[src/verilog/cdcr_pkg.sv]
// Package for the cursor and DAC control register bank
package cdcr_pkg;
  // Indirect register indices
  localparam logic [7:0] CURSOR_CONTROL_INDIRECT_IDX = 8'h06;
  localparam logic [7:0] MISC_OUTPUT_CONTROL_IDX     = 8'h1E;
  // Direct register select code
  localparam logic [3:0] CURSOR_CONTROL_DIRECT_SEL   = 4'h9;
  // Reset values
  localparam logic [7:0] CURSOR_CONTROL_INDIRECT_RST = 8'h00;
  localparam logic [7:0] MISC_OUTPUT_CONTROL_RST     = 8'h00;
  localparam logic [7:0] CURSOR_CONTROL_DIRECT_RST   = 8'h00;
  // Writable bit masks (reserved bits stay zero)
  localparam logic [7:0] MISC_WRITE_MASK             = 8'h29;
  localparam logic [7:0] DIRECT_WRITE_MASK           = 8'h03;
  // Misc register fields
  localparam int MISC_BYPASS_BIT    = 5;
  localparam int MISC_RES_BIT       = 3;
  localparam int MISC_PWRDN_BIT     = 0;
  // Indirect cursor register fields
  localparam int CCI_SELECT_BIT     = 7;
  localparam int CCI_FIELD_INV_BIT  = 6;
  localparam int CCI_INTERLACE_BIT  = 5;
  localparam int CCI_VBLANK_LEN_BIT = 4;
  localparam int CCI_ADDR9_BIT      = 3;
  localparam int CCI_ADDR8_BIT      = 2;
  // Vertical blank detection lengths in dot clocks
  localparam logic [12:0] VBLANK_SHORT_CYC = 13'h0800;
  localparam logic [12:0] VBLANK_LONG_CYC  = 13'h1000;
  // Cursor formats
  typedef enum logic [1:0] {
    CDCR_CURSOR_OFF    = 2'h0,
    CDCR_CURSOR_THREE  = 2'h1,
    CDCR_CURSOR_GFX2   = 2'h2,
    CDCR_CURSOR_WINSYS = 2'h3
  } cdcr_cursor_mode_t;
endpackage

[src/verilog/cdcr_regs.sv]
// Cursor and DAC control register bank with vertical blank detector
// Functional notes
// - Bypass bit clear feeds palette RAM to the DACs, set feeds the direct-color delay path.
// - Bypass is taken when the bypass bit OR the color-key result asks for it.
// - On the palette path, lookup data comes from the legacy or the pixel port.
// - Resolution bit clear means 6-bit, set means 8-bit for DACs and palette.
// - Power-down bit set powers the DACs down; clear keeps them running.
// - Select bit clear uses the indirect cursor mode, set uses the direct one.
// - Interlace enable runs the cursor interlaced, using the field input per the invert bit.
// - Vertical blank is declared after 2048 or 4096 dot clocks with no blank rising edge.
// - Two indirect bits give cursor RAM address bits 9 and 8 above the direct low byte.
// - Cursor mode 00 off, 01 three-color, 10 second standard, 11 window-system.
// - Direct register holds an alternate two-bit mode; its upper six bits read zero.
// - Misc register resets to zero.
// - Both cursor registers reset to zero.
// - Registers are reached over the 8-bit port by select lines or by index.
`timescale 1ns/100ps
module cdcr_regs
(
  // Clock and reset
  input  wire logic       clk_sys_i,
  input  wire logic       rst_i,
  input  wire logic       clk_en_i,
  // 8-bit microprocessor port
  input  wire logic       wr_i,
  input  wire logic       rd_i,
  input  wire logic       indirect_i,
  input  wire logic [3:0] reg_sel_i,
  input  wire logic [7:0] index_i,
  input  wire logic [7:0] wdata_i,
  output logic      [7:0] rdata_o,
  // Video side
  input  wire logic       colorkey_bypass_i,
  input  wire logic       pixel_port_sel_i,
  input  wire logic       odd_even_i,
  input  wire logic       blank_i,
  input  wire logic [7:0] cursor_ram_addr_lo_i,
  // Controls
  output logic            bypass_sel_o,
  output logic            pixel_port_path_o,
  output logic            dac_8bit_o,
  output logic            dac_powerdown_o,
  output logic      [1:0] cursor_mode_o,
  output logic            interlace_en_o,
  output logic            odd_field_o,
  output logic      [9:0] cursor_ram_addr_o,
  output logic            vblank_o
);

  logic [7:0]  misc_q, misc_d;
  logic [7:0]  cci_q, cci_d;
  logic [7:0]  ccd_q, ccd_d;
  logic [7:0]  rdata_d;
  logic        blank_q, blank_d;
  logic [12:0] run_q, run_d;
  logic        vblank_d;
  logic        bypass_d, ppath_d, res_d, pwr_d, il_d, odd_d;
  logic [1:0]  mode_d;
  logic [9:0]  addr_d;

  // True when the indirect map points at the given index
  function automatic logic hit_idx(input logic [7:0] idx);
    return indirect_i && (index_i == idx);
  endfunction

  // Host writes land at the enabled edge; reads return the value held before it
  always_comb
  begin
    misc_d  = misc_q;
    cci_d   = cci_q;
    ccd_d   = ccd_q;
    rdata_d = rdata_o;
    // Access by index or by direct select code
    if (wr_i)
    begin
      if (hit_idx(cdcr_pkg::MISC_OUTPUT_CONTROL_IDX))
        misc_d = wdata_i & cdcr_pkg::MISC_WRITE_MASK;
      if (hit_idx(cdcr_pkg::CURSOR_CONTROL_INDIRECT_IDX))
        cci_d = wdata_i;
      if (!indirect_i && reg_sel_i == cdcr_pkg::CURSOR_CONTROL_DIRECT_SEL)
        ccd_d = wdata_i & cdcr_pkg::DIRECT_WRITE_MASK;
    end
    // Unmapped reads give zero so probing software sees a quiet bus
    if (rd_i)
    begin
      rdata_d = 8'h00;
      if (hit_idx(cdcr_pkg::MISC_OUTPUT_CONTROL_IDX))
        rdata_d = misc_q;
      else if (hit_idx(cdcr_pkg::CURSOR_CONTROL_INDIRECT_IDX))
        rdata_d = cci_q;
      else if (!indirect_i && reg_sel_i == cdcr_pkg::CURSOR_CONTROL_DIRECT_SEL)
        rdata_d = ccd_q;
    end
  end

  always_comb
  begin
    blank_d = blank_i;
    // Counts dot clocks since the last blank rising edge, saturating
    // Saturation keeps vblank up through long blank-free stretches instead of wrapping
    if (blank_i && !blank_q)
      run_d = 13'h0000;
    else if (run_q != cdcr_pkg::VBLANK_LONG_CYC)
      run_d = run_q + 13'h0001;
    else
      run_d = run_q;
    vblank_d = cci_q[cdcr_pkg::CCI_VBLANK_LEN_BIT]
             ? (run_d >= cdcr_pkg::VBLANK_LONG_CYC)
             : (run_d >= cdcr_pkg::VBLANK_SHORT_CYC);
  end

  always_comb
  begin
    // Bypass also drops the pixel-port path, as palette data is then unused
    bypass_d = misc_q[cdcr_pkg::MISC_BYPASS_BIT] | colorkey_bypass_i;
    ppath_d  = pixel_port_sel_i & ~bypass_d;
    res_d    = misc_q[cdcr_pkg::MISC_RES_BIT];
    pwr_d    = misc_q[cdcr_pkg::MISC_PWRDN_BIT];
    mode_d   = cci_q[cdcr_pkg::CCI_SELECT_BIT] ? ccd_q[1:0] : cci_q[1:0];
    il_d     = cci_q[cdcr_pkg::CCI_INTERLACE_BIT];
    odd_d    = odd_even_i ^ cci_q[cdcr_pkg::CCI_FIELD_INV_BIT];
    addr_d   = {cci_q[cdcr_pkg::CCI_ADDR9_BIT], cci_q[cdcr_pkg::CCI_ADDR8_BIT],
                cursor_ram_addr_lo_i};
  end

  always_ff @(posedge clk_sys_i or posedge rst_i)
  begin
    if (rst_i)
    begin
      misc_q            <= cdcr_pkg::MISC_OUTPUT_CONTROL_RST;
      cci_q             <= cdcr_pkg::CURSOR_CONTROL_INDIRECT_RST;
      ccd_q             <= cdcr_pkg::CURSOR_CONTROL_DIRECT_RST;
      rdata_o           <= 8'h00;
      blank_q           <= 1'b0;
      run_q             <= 13'h0000;
      vblank_o          <= 1'b0;
      bypass_sel_o      <= 1'b0;
      pixel_port_path_o <= 1'b0;
      dac_8bit_o        <= 1'b0;
      dac_powerdown_o   <= 1'b0;
      cursor_mode_o     <= 2'h0;
      interlace_en_o    <= 1'b0;
      odd_field_o       <= 1'b0;
      cursor_ram_addr_o <= 10'h000;
    end
    // Enable low holds every register, outputs included
    else if (clk_en_i)
    begin
      misc_q            <= misc_d;
      cci_q             <= cci_d;
      ccd_q             <= ccd_d;
      rdata_o           <= rdata_d;
      blank_q           <= blank_d;
      run_q             <= run_d;
      vblank_o          <= vblank_d;
      bypass_sel_o      <= bypass_d;
      pixel_port_path_o <= ppath_d;
      dac_8bit_o        <= res_d;
      dac_powerdown_o   <= pwr_d;
      cursor_mode_o     <= mode_d;
      interlace_en_o    <= il_d;
      odd_field_o       <= odd_d;
      cursor_ram_addr_o <= addr_d;
    end
  end

  a_bypass_or: assert property (@(posedge clk_sys_i) disable iff (rst_i)
    clk_en_i |=> bypass_sel_o == ($past(misc_q[5]) | $past(colorkey_bypass_i)))
    else $error("bypass select mismatch");
  a_mode_select: assert property (@(posedge clk_sys_i) disable iff (rst_i)
    clk_en_i |=> cursor_mode_o == ($past(cci_q[7]) ? $past(ccd_q[1:0]) : $past(cci_q[1:0])))
    else $error("cursor mode source wrong");
  a_field_sense: assert property (@(posedge clk_sys_i) disable iff (rst_i)
    clk_en_i |=> odd_field_o == ($past(odd_even_i) ^ $past(cci_q[6])))
    else $error("field sense wrong");
  a_vblank_edge: assert property (@(posedge clk_sys_i) disable iff (rst_i)
    (clk_en_i && blank_i && !blank_q) |=> !vblank_o)
    else $error("vblank after blank edge");
  a_direct_rsvd: assert property (@(posedge clk_sys_i) disable iff (rst_i)
    ccd_q[7:2] == 6'h00)
    else $error("direct reserved bits set");
  a_misc_rsvd: assert property (@(posedge clk_sys_i) disable iff (rst_i)
    (misc_q & ~cdcr_pkg::MISC_WRITE_MASK) == 8'h00)
    else $error("misc reserved bits set");
  a_addr_concat: assert property (@(posedge clk_sys_i) disable iff (rst_i)
    clk_en_i |=> cursor_ram_addr_o == {$past(cci_q[3:2]), $past(cursor_ram_addr_lo_i)})
    else $error("cursor address wrong");
  a_power_res: assert property (@(posedge clk_sys_i) disable iff (rst_i)
    clk_en_i |=> (dac_powerdown_o == $past(misc_q[0])) && (dac_8bit_o == $past(misc_q[3])))
    else $error("dac control wrong");
  a_pixel_path: assert property (@(posedge clk_sys_i) disable iff (rst_i)
    clk_en_i |=> pixel_port_path_o == ($past(pixel_port_sel_i) & ~bypass_sel_o))
    else $error("pixel path select wrong");
  a_interlace_en: assert property (@(posedge clk_sys_i) disable iff (rst_i)
    clk_en_i |=> interlace_en_o == $past(cci_q[cdcr_pkg::CCI_INTERLACE_BIT]))
    else $error("interlace enable wrong");

  // Write and read paths of the host port
  a_misc_write: assert property (@(posedge clk_sys_i) disable iff (rst_i)
    (clk_en_i && wr_i && indirect_i && index_i == cdcr_pkg::MISC_OUTPUT_CONTROL_IDX)
    |=> misc_q == ($past(wdata_i) & cdcr_pkg::MISC_WRITE_MASK))
    else $error("misc write lost");
  a_direct_write: assert property (@(posedge clk_sys_i) disable iff (rst_i)
    (clk_en_i && wr_i && !indirect_i
     && reg_sel_i == cdcr_pkg::CURSOR_CONTROL_DIRECT_SEL)
    |=> ccd_q == ($past(wdata_i) & cdcr_pkg::DIRECT_WRITE_MASK))
    else $error("direct cursor write lost");
  a_read_misc: assert property (@(posedge clk_sys_i) disable iff (rst_i)
    (clk_en_i && rd_i && indirect_i && index_i == cdcr_pkg::MISC_OUTPUT_CONTROL_IDX)
    |=> rdata_o == $past(misc_q))
    else $error("misc read data wrong");

  // Vertical blank run length
  a_vblank_short: assert property (@(posedge clk_sys_i) disable iff (rst_i)
    (clk_en_i && !cci_q[cdcr_pkg::CCI_VBLANK_LEN_BIT] && !(blank_i && !blank_q)
     && (run_q + 13'h0001) == cdcr_pkg::VBLANK_SHORT_CYC) |=> vblank_o)
    else $error("short vblank missed");
  a_vblank_long: assert property (@(posedge clk_sys_i) disable iff (rst_i)
    (clk_en_i && cci_q[cdcr_pkg::CCI_VBLANK_LEN_BIT] && !(blank_i && !blank_q)
     && (run_q + 13'h0001) == cdcr_pkg::VBLANK_LONG_CYC) |=> vblank_o)
    else $error("long vblank missed");

  // Clock enable hold
  a_enable_hold: assert property (@(posedge clk_sys_i) disable iff (rst_i)
    !clk_en_i |=> $stable(misc_q) && $stable(cci_q) && $stable(ccd_q)
                  && $stable(rdata_o) && $stable(run_q) && $stable(vblank_o))
    else $error("state moved with enable low");

endmodule // cdcr_regs

[config.mk]
export PLATFORM = sky130hd
export DESIGN_NAME = cdcr_regs
export DESIGN_NICKNAME = d
export VERILOG_FILES = /design/src/verilog/cdcr_pkg.sv /design/src/verilog/cdcr_regs.sv
export SDC_FILE = /design/constraint.sdc
export NUM_CORES = 1
export LEC_CHECK = 0
export BUFFER_PORTS_ARGS = -buffer_cell sky130_fd_sc_hd__buf_4
export CORE_ASPECT_RATIO = 0.7
export CORE_MARGIN = 5
export CORE_UTILIZATION = 25
export DETAILED_ROUTE_END_ITERATION = 16
export PLACE_DENSITY = 0.43
export SYNTH_ARGS = -nofsm -noshare
export SYNTH_HDL_FRONTEND = slang
export SYNTH_SLANG_ARGS = --single-unit
[constraint.sdc]
create_clock -name clk_sys_i -period 2.8 [get_ports clk_sys_i]
set_clock_uncertainty 0.15 [all_clocks]
set_input_delay 0.84 -clock clk_sys_i [delete_from_list [all_inputs] [get_ports clk_sys_i]]
set_output_delay 0.84 -clock clk_sys_i [all_outputs]
set_load 0.05 [all_outputs]
=== After elaboration in Yosys (flattened, before gate mapping) ===
Index checks and enable logic that the tools add are counted.

* Logic and storage cells: 43
* RAM bits: 0
* Memories kept: 0
* Input port bits: 38
* Output and inout bits: 27
* Register bits after elaboration: 54
* Bits in read-only memories: 0
* Latch bits: 0

* Multipliers: 0
* Order comparisons: 2
* Div/mod/pow operators: 0
* Equality and inequality tests: 4
* Mux-type cells: 7
* Add/subtract/negate cells: 1
* Reductions and logical operators: 10
* Shift-type cells: 0
* Bitwise logic cells: 4

{| class="wikitable"
|+ Operators with widths
! operator !! number
|-
| $mux 13 || 2
|-
| $mux 8 || 2
|-
| $add 13x1->13 const B || 1
|-
| $ge 13x12->1 const B || 1
|-
| $ge 13x13->1 const B || 1
|-
| $ne 13x13->1 const B || 1
|-
| $reduce_and 3->1 || 3
|-
| $eq 8x3->1 const B || 1
|-
| $eq 8x5->1 const B || 1
|-
| $eq 4x4->1 const B || 1
|-
| $logic_and 1x1->1 || 4
|-
| $mux 2 || 2
|-
| $logic_not 1->1 || 2
|-
| $reduce_and 2->1 || 1
|-
| $and 1x1->1 || 1
|-
| $mux 1 || 1
|-
| $not 1->1 || 1
|-
| $or 1x1->1 || 1
|-
| $xor 1x1->1 || 1
|}

=== Longest topological paths before layout ===
* Word-level depth: 5
* Depth in mapped cells: 6
* Gate-level depth less buffers: 6

=== Worst setup path after synthesis ===
No wires, ideal clock.

* Path type: in2reg
* From: in index_i[5]
* To: reg misc_q[0]
* Arrival: 1.921 ns
* Setup time: 0.128 ns
* Cell stages on the path: 4
* Buffers on the path: 0
* Data required time: 2.522 ns
* Path slack: 0.602 ns
* Cells stage by stage: and4bb_1 and3_1 and4_1 mux2_1

* Cells in the longest elaborated chain, start to end: 3

{| class="wikitable"
|+ RTL lines
! what !! line !! source
|-
| start: declaration || cdcr_regs.sv:29 || <nowiki>input wire logic [7:0] index_i,</nowiki>
|-
| $eq 8x5->1 || cdcr_regs.sv:63 || <nowiki>return indirect_i && (index_i == idx);</nowiki>
|-
| $logic_and 1x1->1 || cdcr_regs.sv:63 ||
|-
| $reduce_and 3->1 (no source line) || - ||
|-
| end signal: assignment || cdcr_regs.sv:130 || <nowiki>misc_q <= cdcr_pkg::MISC_OUTPUT_CONTROL_RST;</nowiki>
|-
| end signal: assignment || cdcr_regs.sv:149 || <nowiki>misc_q <= misc_d;</nowiki>
|-
| end: declaration || cdcr_regs.sv:50 || <nowiki>logic [7:0] misc_q, misc_d;</nowiki>
|}

Every way passes these cells.
A chain may end at the register's enable or synchronous reset.

=== Final worst setup path ===
Ends and elaborated chain as after synthesis.

==> impl_metrics.ini <==
[job]
max_cap_viol_count = 0

[critical_path]
cp_data_required_time_ns = 2.82
worstSetupEndpointType = flop
cp-start-kind = input pin
crit_fanout = 6
cp_slowest_cell = mux2_1
cp_top_family = simple AND/OR/NAND/NOR gates
crit_chain = buf_4, and4bb_1, and3_1, and4_1, mux2_1
crit_type = input pin to flop
path_buf_inv = 1
crit_path_max_incr_delay_ns = 0.33
cp_data_arrival_time_ns = 2.16

[logic_synthesis]
syn_area_um2 = 2440
syn_avg_cell_area_um2 = 12.1
synth_edf_count = 0
ys_async_sr_fraction_pct = 100
synth_top_area_share_pct = 55.3
netlist_instances = 202
synth_area_leaders = dfrtp_1 55%, mux2_2 11%, nor2_1 2.3%, o21ai_0 2.3%, a21oi_1 2.0%
synth_commonest_cells = 54 x dfrtp_1, 23 x mux2_2, 15 x nor2_1, 11 x o21ai_0, 10 x a21oi_1
synth_seq_area_share_pct = 55.3
synth_largest_area_cell = dfrtp_1
yosysMostFrequentCell = dfrtp_1
synth.net_count = 242
ys_seq_elements = 54
yosysWarningCount = 0
ys.flop_type = dfrtp_1
yosys.cell_types.count = 44

[timing]
finalCriticalPeriod_ns = 2.13
slew_headroom_pct = 66.0
finalSetupViolCount = 0
drv_slew = 0
holdWs_ns = 0.345
min_period_over_period_pct = 76.2
finalSetupTns_ns = 0
hold_viol_final = 0
rsz0062_at_grt = false
timing.fmax_mhz = 469
worstMarginPinSlew_ns = 0.507

[route]
wl_per_cell_um = 15.2
vias_per_cell = 4.53
ant_nets = 0
post-route-drc-count = 0
routed_wirelength_mm = 6.08
initialDrtViolationCount = 91
num_vias = 1810
drt-pass1-iter-count = 4

[global_route]
grt_overflow = 0
grt_pass1_wl_mm = 9.90
grt_use_total_pct = 10.8
antenna_found_initial = 0
grt_pass1_vias = 1845
grt_max_degree = 55

[clocking]
clock_latency_ns = 0.29
ctsHoldBuffers = 0
cts_tree = yes
cts_sinks = 54
clkSlewWorstSetupHoldPaths_ns = 0.07
clk_path_buf_depth = 2
cts_made_buffers = 5
htreeDepth = 2
cts_resized = 0
root_buffer = clkbuf_16
cts_post_setup_buffers_inserted = 0

[floorplanning]
dieWidth_um = 128
dieArea_um2 = 11900
coreArea_um2 = 9610
ios = 65
placementRows = 30
initial_core_util_pct = 25.4
die-height_um = 92.7

[worst_hold_path]
hp-class = flop to flop

[finish]
drive_above_1_share_pct = 39.7
final_cell_area_um2 = 3240
nNetsFinal = 313
n_antenna_cell = 0
syn2layout_area_growth_pct = 32.5
fin_cells = 400

[outcome]
status = completed

[placement]
hpwl_mm = 4.46
placed_cell_area_um2 = 3100
numPortBuffers = 64
placedCellCount = 394
place.gp.congestion = 0.721

[pwr]
p_per_area_nw_per_um2 = 572
ir_worst_vdd_v = 0.000226
power.leakage_uw = 0.00155
-- report_power, final --
| group | total [uW] | internal, uW | leakage [uW] | switching (uW) |
|---|---|---|---|---|
| combinational | 336 | 149 | 0.000762 | 187 |
| clock | 619 | 347 | 0.0000688 | 272 |
| sequential | 896 | 834 | 0.000716 | 62.1 |
| total | 1850 | 1330 | 0.00155 | 522 |
-- routing by layer --
metal	share of wire (%)	GRT usage [%]	up-vias
met3	6.9	3.29	4
li1	-	-	874
met4	0.90	2.92	0
met2	40	14.1	59
met5	0	0	-
met1	53	16.8	873
-- tightest hold or removal path, cell delays in order (launching register included) --
cell and delay, ns:
dfrtp_1 0.35, nand2_1 0.05, o21ai_0 0.06
-- cell type report --
type                       instances  area [um^2]
timing repair buffer              70          538
clock buffer                       6          139
fill                            1005         6370
multi-input combinational        134         1020
inverter                           8         30.0
tap                              128          160
sequential                        54         1350
-- cells in the final DEF, fill, tap and decap left out, drive strengths merged, types with 6 or more instances in the layout --
| cell | count |
|---|---|
| buf | 70 |
| dfrtp | 54 |
| mux2 | 26 |
| nor2 | 15 |
| o21ai | 11 |
| a21oi | 10 |
| nand2 | 8 |
| nand3 | 8 |
| inv | 8 |
| clkbuf | 6 |
-- path summary, 6_finish.rpt --
path	startpoint	to	slack, ns	depth (start not counted)
max reg2reg	run_q[0]$_DFFE_PP0P_	run_q[9]$_DFFE_PP0P_	0.73	6
max in group asynchronous	rst_i	cursor_ram_addr_o[1]$_DFFE_PP0P_	1.80	3
min	rdata_o[5]$_DFFE_PP0P_	rdata_o[5]$_DFFE_PP0P_	0.34	2
min in group asynchronous	rst_i	cursor_ram_addr_o[5]$_DFFE_PP0P_	0.44	3
max	index_i[5]	misc_q[0]$_DFFE_PP0P_	0.67	5
min reg2reg	rdata_o[5]$_DFFE_PP0P_	rdata_o[5]$_DFFE_PP0P_	0.34	2
-- cells by family (layout without fill, tap and decap cells) --
| kind of cell | count (synthesis) | in the layout | synth area share [%] |
|---|---|---|---|
| buf+inv | 14 | 84 | 2.97 |
| fa+ha+maj | 2 | 2 | 1.02 |
| flops | 54 | 54 | 55.3 |
| xor+xnor | 8 | 8 | 2.87 |
| simple gates | 58 | 58 | 15.0 |
| mux | 29 | 29 | 13.2 |
| compound gates | 37 | 37 | 9.68 |
-- through the flow --
step                      total power (uW)  utilization, %  worst slack, ns
final                                 1850            33.7            0.668
after global placement                1250            32.3            0.409
after global routing                  1940            33.7            0.561
after floorplan                       1120               -            0.495
after CTS                             1880            33.7            0.659
after detailed placement              1250            32.3            0.347
-- state kept, by name (all words and copies together), names as in the netlist --
| name | flops |
|---|---|
| run_q | 13 |
| cursor_ram_addr_o | 10 |
| cci_q | 8 |
| rdata_o | 8 |
| misc_q | 3 |
| ccd_q | 2 |
| cursor_mode_o | 2 |
| blank_q | 1 |
| bypass_sel_o | 1 |
| dac_8bit_o | 1 |
| dac_powerdown_o | 1 |
| interlace_en_o | 1 |
| odd_field_o | 1 |
| pixel_port_path_o | 1 |
| vblank_o | 1 |
No activity file was read; power rests on OpenSTA's default activity.
